<file path="config.mk">
export PLATFORM = sky130hd
export DESIGN_NAME = touch_aperture_fifo_filter
export DESIGN_NICKNAME = d
export VERILOG_FILES = /design/src/rtl/touch_aperture_pkg.sv /design/src/rtl/aperture_window_check.sv /design/src/rtl/fifo_word_packer.sv /design/src/rtl/touch_aperture_fifo_filter.sv
export VERILOG_INCLUDE_DIRS = /design/src /design/src/rtl
export SDC_FILE = /design/constraint.sdc
export NUM_CORES = 1
export LEC_CHECK = 0
export ABC_AREA = 1
export ABC_CLOCK_PERIOD_IN_PS = 3050
export BUFFER_PORTS_ARGS = -buffer_cell sky130_fd_sc_hd__buf_2
export CORE_ASPECT_RATIO = 0.9
export CORE_MARGIN = 8
export CORE_UTILIZATION = 35
export CTS_CLUSTER_DIAMETER = 100
export DETAILED_ROUTE_END_ITERATION = 10
export PLACE_DENSITY_LB_ADDON = 0.12
export RECOVER_POWER = 100
export SKIP_CTS_REPAIR_TIMING = 1
export SYNTH_ARGS = -nofsm -noshare
export SYNTH_HDL_FRONTEND = slang
export SYNTH_SLANG_ARGS = --single-unit
</file>
<file path="constraint.sdc">
create_clock -name clock -period 3.05 [get_ports clock]
set_input_delay 0.305 -clock clock [delete_from_list [all_inputs] [get_ports clock]]
set_output_delay 0.305 -clock clock [all_outputs]
set_load 0.005 [all_outputs]
</file>
<file path="src/rtl/touch_aperture_defs.svh">
// Offsets, field positions, reset values and counts of the aperture filter
`ifndef TOUCH_APERTURE_DEFS_SVH
`define TOUCH_APERTURE_DEFS_SVH

`define APER_CFG_ADDR       7'h0B
`define APER_CFG_RST        8'h00
`define XCODE_MSB           7
`define XCODE_LSB           4
`define YCODE_MSB           3
`define YCODE_LSB           0
`define CODE_MAX_ENABLED    4'hC
`define CODE_DISABLED_ZERO  4'h0
`define WORD_POS_MSB        15
`define WORD_POS_LSB        4
`define WORD_MEAS_MSB       3
`define WORD_MEAS_LSB       2
`define WORD_EVT_MSB        1
`define WORD_EVT_LSB        0
`define WORDS_MIN_M1        2'h1

`endif

</file>
<file path="src/rtl/touch_aperture_pkg.sv">
// Types shared by the aperture filter modules
package touch_aperture_pkg;

  typedef enum logic [1:0] {
    EVT_INITIAL = 2'b00,
    EVT_MID     = 2'b01,
    EVT_RELEASE = 2'b10,
    EVT_EOF     = 2'b11
  } event_t;

  typedef enum logic [1:0] {
    MEAS_X  = 2'b00,
    MEAS_Y  = 2'b01,
    MEAS_P1 = 2'b10,
    MEAS_P2 = 2'b11
  } meas_t;

  typedef enum logic [1:0] {
    SCAN_XY     = 2'b00,
    SCAN_XYP1   = 2'b01,
    SCAN_XYP1P2 = 2'b10
  } scan_t;

  typedef enum logic {
    ST_IDLE = 1'b0,
    ST_EMIT = 1'b1
  } state_t;

endpackage : touch_aperture_pkg

</file>
<file path="src/rtl/aperture_window_check.sv">
// One axis of the aperture test: code decode and distance compare
`timescale 1ns/1ps
`include "touch_aperture_defs.svh"
module aperture_window_check
  import touch_aperture_pkg::*;
(
  input  wire logic [3:0]  code,
  input  wire logic [11:0] current,
  input  wire logic [11:0] reference,
  output logic             enabled,
  output logic [11:0]      halfWidth,
  output logic             passed
);

  // Half-width is 2^(n-1); only codes 1..12 give a window
  function automatic logic [11:0] decode_width(input logic [3:0] n);
    logic [11:0] w;
    w = 12'h000;
    if (n != `CODE_DISABLED_ZERO && n <= `CODE_MAX_ENABLED) begin
      w = 12'h001 << (n - 4'h1);
    end
    return w;
  endfunction : decode_width

  logic [11:0] distance;

  always_comb begin
    enabled   = (code != `CODE_DISABLED_ZERO) && (code <= `CODE_MAX_ENABLED);
    halfWidth = decode_width(code);
    // Unsigned magnitude so both directions qualify alike
    distance  = (current >= reference) ? (current - reference) : (reference - current);
    passed    = enabled && (distance >= halfWidth);
  end

endmodule : aperture_window_check

</file>
<file path="src/rtl/fifo_word_packer.sv">
// Builds one tagged 16-bit result word
`timescale 1ns/1ps
`include "touch_aperture_defs.svh"
module fifo_word_packer
  import touch_aperture_pkg::*;
(
  input  wire logic [11:0] sample,
  input  wire logic        conv8Bit,
  input  wire logic        avgOn,
  input  wire meas_t       meas,
  input  wire event_t      evt,
  output logic [15:0]      word
);

  logic [11:0] position;

  always_comb begin
    // Averaging leaves remainder bits below an 8-bit result
    position = (conv8Bit && !avgOn) ? {sample[11:4], 4'h0} : sample;
    word = 16'h0000;
    word[`WORD_POS_MSB:`WORD_POS_LSB]   = position;
    word[`WORD_MEAS_MSB:`WORD_MEAS_LSB] = meas;
    word[`WORD_EVT_MSB:`WORD_EVT_LSB]   = evt;
  end

endmodule : fifo_word_packer

</file>
<file path="src/rtl/touch_aperture_fifo_filter.sv">
// Aperture filter and tagging stage between scan sequencer and result FIFO
`timescale 1ns/1ps
`include "touch_aperture_defs.svh"
module touch_aperture_fifo_filter
  import touch_aperture_pkg::*;
(
  input  wire logic        clock,
  input  wire logic        rst,
  input  wire logic        regWrEn,
  input  wire logic        regRdEn,
  input  wire logic [6:0]  regAddr,
  input  wire logic [7:0]  regWrData,
  output logic [7:0]       regRdData_q,
  input  wire logic        autoMode,
  input  wire logic        conv8Bit,
  input  wire logic        avgOn,
  input  wire scan_t       scanType,
  input  wire logic        blockValid,
  input  wire logic        touchAtStart,
  input  wire logic        touchAtEnd,
  input  wire logic [11:0] sampleX,
  input  wire logic [11:0] sampleY,
  input  wire logic [11:0] sampleP1,
  input  wire logic [11:0] sampleP2,
  input  wire logic        fifoFull,
  input  wire logic        fifoEmpty,
  output logic             fifoWrValid_q,
  output logic [15:0]      fifoWrData_q,
  output logic             fifoBlockEnd_q,
  output logic             fifoClear_q,
  output logic             touchIrqLine_q,
  output logic             overflow_q
);

  logic [7:0]  apertureCfg_q;
  logic        autoPrev_q;
  logic        prevTouch_q;
  state_t      state_q;
  logic [1:0]  wordIdx_q;
  logic [1:0]  lastIdx_q;
  event_t      evt_q;
  logic [11:0] capX_q;
  logic [11:0] capY_q;
  logic [11:0] capP1_q;
  logic [11:0] capP2_q;
  logic [11:0] refX_q;
  logic [11:0] refY_q;

  logic        cfgWrite;
  logic        modeChange;
  logic        clearReq;
  logic        accept;
  logic        xEn;
  logic        yEn;
  logic        xPass;
  logic        yPass;
  logic [11:0] xHalf;
  logic [11:0] yHalf;
  logic        apertureOff;
  event_t      evt_d;
  logic        log_d;
  logic        write_d;
  logic [1:0]  lastIdx_d;
  logic [11:0] wordSample;
  logic [15:0] packedWord;

  assign cfgWrite   = regWrEn && (regAddr == `APER_CFG_ADDR);
  assign modeChange = autoMode != autoPrev_q;
  // A config write or a mode change empties the FIFO and drops any block in flight
  assign clearReq   = cfgWrite || modeChange;
  assign accept     = blockValid && (state_q == ST_IDLE) && !clearReq;

  aperture_window_check xWindow (
    .code      (apertureCfg_q[`XCODE_MSB:`XCODE_LSB]),
    .current   (sampleX),
    .reference (refX_q),
    .enabled   (xEn),
    .halfWidth (xHalf),
    .passed    (xPass)
  );

  aperture_window_check yWindow (
    .code      (apertureCfg_q[`YCODE_MSB:`YCODE_LSB]),
    .current   (sampleY),
    .reference (refY_q),
    .enabled   (yEn),
    .halfWidth (yHalf),
    .passed    (yPass)
  );

  // Setting 0x00 lands here too, since both nibbles are disabled codes
  assign apertureOff = !xEn && !yEn;

  always_comb begin
    evt_d = EVT_MID;
    log_d = 1'b0;
    if (touchAtEnd && !prevTouch_q) begin
      evt_d = EVT_INITIAL;
      log_d = 1'b1;
    end else if (touchAtEnd) begin
      evt_d = EVT_MID;
      log_d = !autoMode || apertureOff || xPass || yPass;
    end else if (prevTouch_q || touchAtStart) begin
      // Tag follows the status at block end, so a short blip is a release
      evt_d = EVT_RELEASE;
      log_d = 1'b1;
    end
  end

  assign write_d = accept && log_d && !fifoFull;

  always_comb begin
    case (scanType)
      SCAN_XY:     lastIdx_d = `WORDS_MIN_M1;
      SCAN_XYP1:   lastIdx_d = 2'h2;
      SCAN_XYP1P2: lastIdx_d = 2'h3;
      default:     lastIdx_d = `WORDS_MIN_M1;
    endcase
  end

  always_ff @(posedge clock) begin
    if (rst) begin
      apertureCfg_q <= `APER_CFG_RST;
    end else if (cfgWrite) begin
      apertureCfg_q <= regWrData;
    end
  end

  always_ff @(posedge clock) begin
    if (rst) begin
      regRdData_q <= 8'h00;
    end else if (regRdEn && regAddr == `APER_CFG_ADDR) begin
      regRdData_q <= apertureCfg_q;
    end else begin
      regRdData_q <= 8'h00;
    end
  end

  always_ff @(posedge clock) begin
    if (rst) begin
      autoPrev_q <= 1'b0;
    end else begin
      autoPrev_q <= autoMode;
    end
  end

  // Touch history advances on every accepted block, logged or not
  always_ff @(posedge clock) begin
    if (rst) begin
      prevTouch_q <= 1'b0;
    end else if (modeChange) begin
      prevTouch_q <= 1'b0;
    end else if (accept) begin
      prevTouch_q <= touchAtEnd;
    end
  end

  always_ff @(posedge clock) begin
    if (rst) begin
      refX_q <= 12'h000;
      refY_q <= 12'h000;
    end else if (write_d && evt_d != EVT_RELEASE) begin
      refX_q <= sampleX;
      refY_q <= sampleY;
    end
  end

  always_ff @(posedge clock) begin
    if (rst) begin
      capX_q  <= 12'h000;
      capY_q  <= 12'h000;
      capP1_q <= 12'h000;
      capP2_q <= 12'h000;
      evt_q   <= EVT_INITIAL;
      lastIdx_q <= `WORDS_MIN_M1;
    end else if (write_d) begin
      capX_q  <= sampleX;
      capY_q  <= sampleY;
      capP1_q <= sampleP1;
      capP2_q <= sampleP2;
      evt_q   <= evt_d;
      lastIdx_q <= lastIdx_d;
    end
  end

  always_ff @(posedge clock) begin
    if (rst) begin
      state_q   <= ST_IDLE;
      wordIdx_q <= 2'h0;
    end else begin
      case (state_q)
        ST_IDLE: begin
          wordIdx_q <= 2'h0;
          if (write_d) begin
            state_q <= ST_EMIT;
          end
        end
        ST_EMIT: begin
          if (clearReq || wordIdx_q == lastIdx_q) begin
            state_q   <= ST_IDLE;
            wordIdx_q <= 2'h0;
          end else begin
            wordIdx_q <= wordIdx_q + 2'h1;
          end
        end
        default: begin
          state_q   <= ST_IDLE;
          wordIdx_q <= 2'h0;
        end
      endcase
    end
  end

  always_comb begin
    case (wordIdx_q)
      2'h0:    wordSample = capX_q;
      2'h1:    wordSample = capY_q;
      2'h2:    wordSample = capP1_q;
      2'h3:    wordSample = capP2_q;
      default: wordSample = capX_q;
    endcase
  end

  fifo_word_packer packer (
    .sample   (wordSample),
    .conv8Bit (conv8Bit),
    .avgOn    (avgOn),
    .meas     (meas_t'(wordIdx_q)),
    .evt      (evt_q),
    .word     (packedWord)
  );

  always_ff @(posedge clock) begin
    if (rst) begin
      fifoWrValid_q  <= 1'b0;
      fifoWrData_q   <= 16'h0000;
      fifoBlockEnd_q <= 1'b0;
    end else if (state_q == ST_EMIT && !clearReq) begin
      fifoWrValid_q  <= 1'b1;
      fifoWrData_q   <= packedWord;
      fifoBlockEnd_q <= wordIdx_q == lastIdx_q;
    end else begin
      fifoWrValid_q  <= 1'b0;
      fifoBlockEnd_q <= 1'b0;
    end
  end

  always_ff @(posedge clock) begin
    if (rst) begin
      fifoClear_q <= 1'b0;
    end else begin
      fifoClear_q <= clearReq;
    end
  end

  // Raised with the last word so the host never sees a partial block
  always_ff @(posedge clock) begin
    if (rst) begin
      touchIrqLine_q <= 1'b0;
    end else if (state_q == ST_EMIT && !clearReq && wordIdx_q == lastIdx_q) begin
      touchIrqLine_q <= 1'b1;
    end else if (clearReq) begin
      touchIrqLine_q <= 1'b0;
    end else if (state_q == ST_IDLE && !fifoWrValid_q && fifoEmpty) begin
      touchIrqLine_q <= 1'b0;
    end
  end

  // Clear wins over a set of the same cycle, since clearReq holds accept low
  always_ff @(posedge clock) begin
    if (rst) begin
      overflow_q <= 1'b0;
    end else if (accept && log_d && fifoFull) begin
      overflow_q <= 1'b1;
    end else if (cfgWrite || modeChange) begin
      overflow_q <= 1'b0;
    end
  end
endmodule : touch_aperture_fifo_filter

</file>
==> run metrics <==
die area=0.0272 mm²; register area=0.00237 mm²; most used cell, CP=nand2_1; number of antenna violations at the first check in global routing=0; Max IR drop VDD=0.314 mV; H-Tree Level Count=4; path type of the worst setup path=flip-flop to flip-flop; RSZ-0062 raised after global routing=true; Area Overhead vs Synth=44.0%; Synth Cell Area=a little under 0.008 mm²; slowest CP cell=dfxtp_1; Total GRT Usage=between 10% and 20%; initial drt markers=441; Yosys top cell by area=dfxtp_1; PD cells=about 430 mW/mm²; Port Buf Inserts=approximately 110; hpwl dp=18.4 mm; via/cell ratio=between 4 and 5; worst hold path type=primary input to flip-flop; top cell type's share of synthesized area=30.5%; #FFs+latches synth=roughly 120; WL final=24.4 mm; Post-synth EDFFs=0; max cap viols=0; CP max stage delay=approximately 0.32 ns; CTS root buf=clkbuf_16; crit path launch type=flip-flop; Num Clock Sinks=~120; main area contributors after synthesis=dfxtp_1 (31%), nand2_1 (18%), ha_1 (12%); Ys Warns=0; Reg2Reg Depth=26; crit path max fanout=7; post-synth net total=between 1,000 and 1,500; cell with the most instances after synthesis=nand2_1; fin crit period=about 3.5 ns; row count=51; Worst-path clk slew=~0.060 ns; post-synth cell types=37; CP delay by family, top=simple AND/OR/NAND/NOR gates; Avg WL per Cell=between 10 and 15 µm; grt ovf=0; PnR worst setup slack=-0.459 ns; dpl cell area=around 0.01 mm²; Slew HR=around half; die span in x=~170 µm; CP Capture Type=flip-flop; chip height=around 160 µm; WP buf/inv=7; # DRC=0; Final Net Count=about 1,600; skew final=0.0183 ns; Async SR Flop Fraction=0%; failing checks=setup timing; Mapped Cells=between 1,000 and 1,500; Synth Flop Type=dfxtp_1; CTS Buf Count=17; hold depth=3; footprint of the multi-input gates=just over 0.005 mm²; initial cell density of the core=between 30% and 40%; WP data required=roughly 3.3 ns; largest net degree at the start of global routing=65; first-pass GRT wire length=approximately 37 mm; setup TNS=-28.05 ns; core box area=0.0217 mm²; IO Pins=roughly 110; # setup viols final=78; syn_area_per_cell=between 6 and 7 µm²; status=complete, but fails checks; Crit. path cell count=26; max-slew violations=0; Tightest Pin Transition=0.728 ns; Design Area, Final=around 0.011 mm²; leakage=roughly 5.5 nW; Commonest cells post-synth=nand2_1 (381), inv_1 (151), a21oi_1 (125); post-route antenna net violation count=0; share of cells above drive strength 1=a little under a third; fillers=about 2,300; Placer Congestion=0.908; CTS Buffer Depth=2; post-synthesis sequential area ratio=30.5%; crit path DAT=about 3.8 ns; vias in the first global route=between 7,000 and 8,000; Fin. Hold Viols=0; Clk Latency, worst-skew pair=roughly 0.42 ns; Max Fclk=285 MHz; Antenna Diode Count=0; CTS tree=yes; fin crit share=115%; vias post-DR=8,074; DR pass1 iterations=5
report_power, final:
part	switching [mW]	total (mW)	internal, mW
sequential	0.0277	1.61	1.58
combinational	0.631	1.19	0.559
clock	0.814	1.94	1.13
total	1.47	4.74	3.27
worst reg2reg max path: cells and delay by family (launching register included):
kind,cells,cell delay [ns]
AOI/OAI and AO/OA,4,0.58
DFF,1,0.32
buffers and inverters,7,0.82
and+or+nand+nor,13,1.01
adders and majority gates,2,0.60
kinds of logic (layout without fill, tap and decap cells):
| group | after synthesis | after routing | synth area share [%] |
|---|---|---|---|
| simple gates | 541 | 541 | 28.5 |
| flops | 118 | 118 | 30.5 |
| compound gates | 194 | 194 | 13.5 |
| buf+inv | 209 | 476 | 10.6 |
| fa+ha+maj | 79 | 79 | 13.2 |
| xor+xnor | 32 | 32 | 3.72 |
final cells by class:
class                           instances  area share [%]
Clock buffer                           18            3.85
Clock inverter                         14            1.16
Inverter                              162            5.66
Multi-Input combinational cell        846            45.9
Sequential cell                       118            21.3
Tap cell                              291            3.27
Timing Repair Buffer                  281            18.8
Timing Repair inverter                  1           0.146
registers in the layout, indices dropped and copies added (netlist names):
signal          count
capP2_q            12
refY_q             12
refX_q             12
wordIdx_q           2
capX_q             12
regRdData_q         8
touchIrqLine_q      1
capP1_q            12
capY_q             12
fifoBlockEnd_q      1
evt_q               2
fifoClear_q         1
prevTouch_q         1
lastIdx_q           2
overflow_q          1
autoPrev_q          1
apertureCfg_q       8
fifoWrData_q       16
fifoWrValid_q       1
state_q             1
final timing paths:
kind                   startpoint              end  slack (ns)
setup / recovery        refX_q[7]        capX_q[2]       -0.46
hold / removal        sampleP2[2]       capP2_q[2]        0.13
setup reg to reg        refX_q[7]        capX_q[2]       -0.46
hold reg to reg   fifoWrData_q[3]  fifoWrData_q[3]        0.46
cells in the final DEF (no fill, tap or decap), types with 6 or more instances in the layout:
cell / n
buf_6: 9
ha_1: 63
o211ai_1: 6
nand3_1: 58
a21oi_2: 25
buf_2: 106
ha_4: 8
inv_1: 145
inv_2: 12
nor2_1: 73
a21oi_1: 103
nand2_1: 330
dfxtp_2: 6
buf_4: 151
nand3_2: 8
clkbuf_16: 23
buf_12: 8
xor2_1: 22
dfxtp_1: 111
xnor2_1: 8
nand2_2: 30
o21ai_0: 34
nand2_4: 21
per-layer routing:
layer	track usage [%]	routed length [µm]	part of all wire, %
met1	22.0	11800	48
met4	4.31	176	0.72
met2	27.5	11300	46
met5	0	0	0
met3	3.47	1140	4.7
metrics by stage:
stage	hold slack, ns	cells	utilization [%]	total power [mW]	setup WS, ns
2_1_floorplan	0.412	1173	-	2.26	-0.00977
3_3_place_gp	0.436	1676	44.9	2.68	-0.538
3_5_place_dp	0.436	1676	44.9	2.69	-0.559
4_1_cts	0.116	1708	47.5	4.64	-0.539
5_1_grt	0.125	1731	51.4	4.99	-0.680
6_report	0.127	1731	51.4	4.74	-0.459
Power figures use the tool's default switching activity.
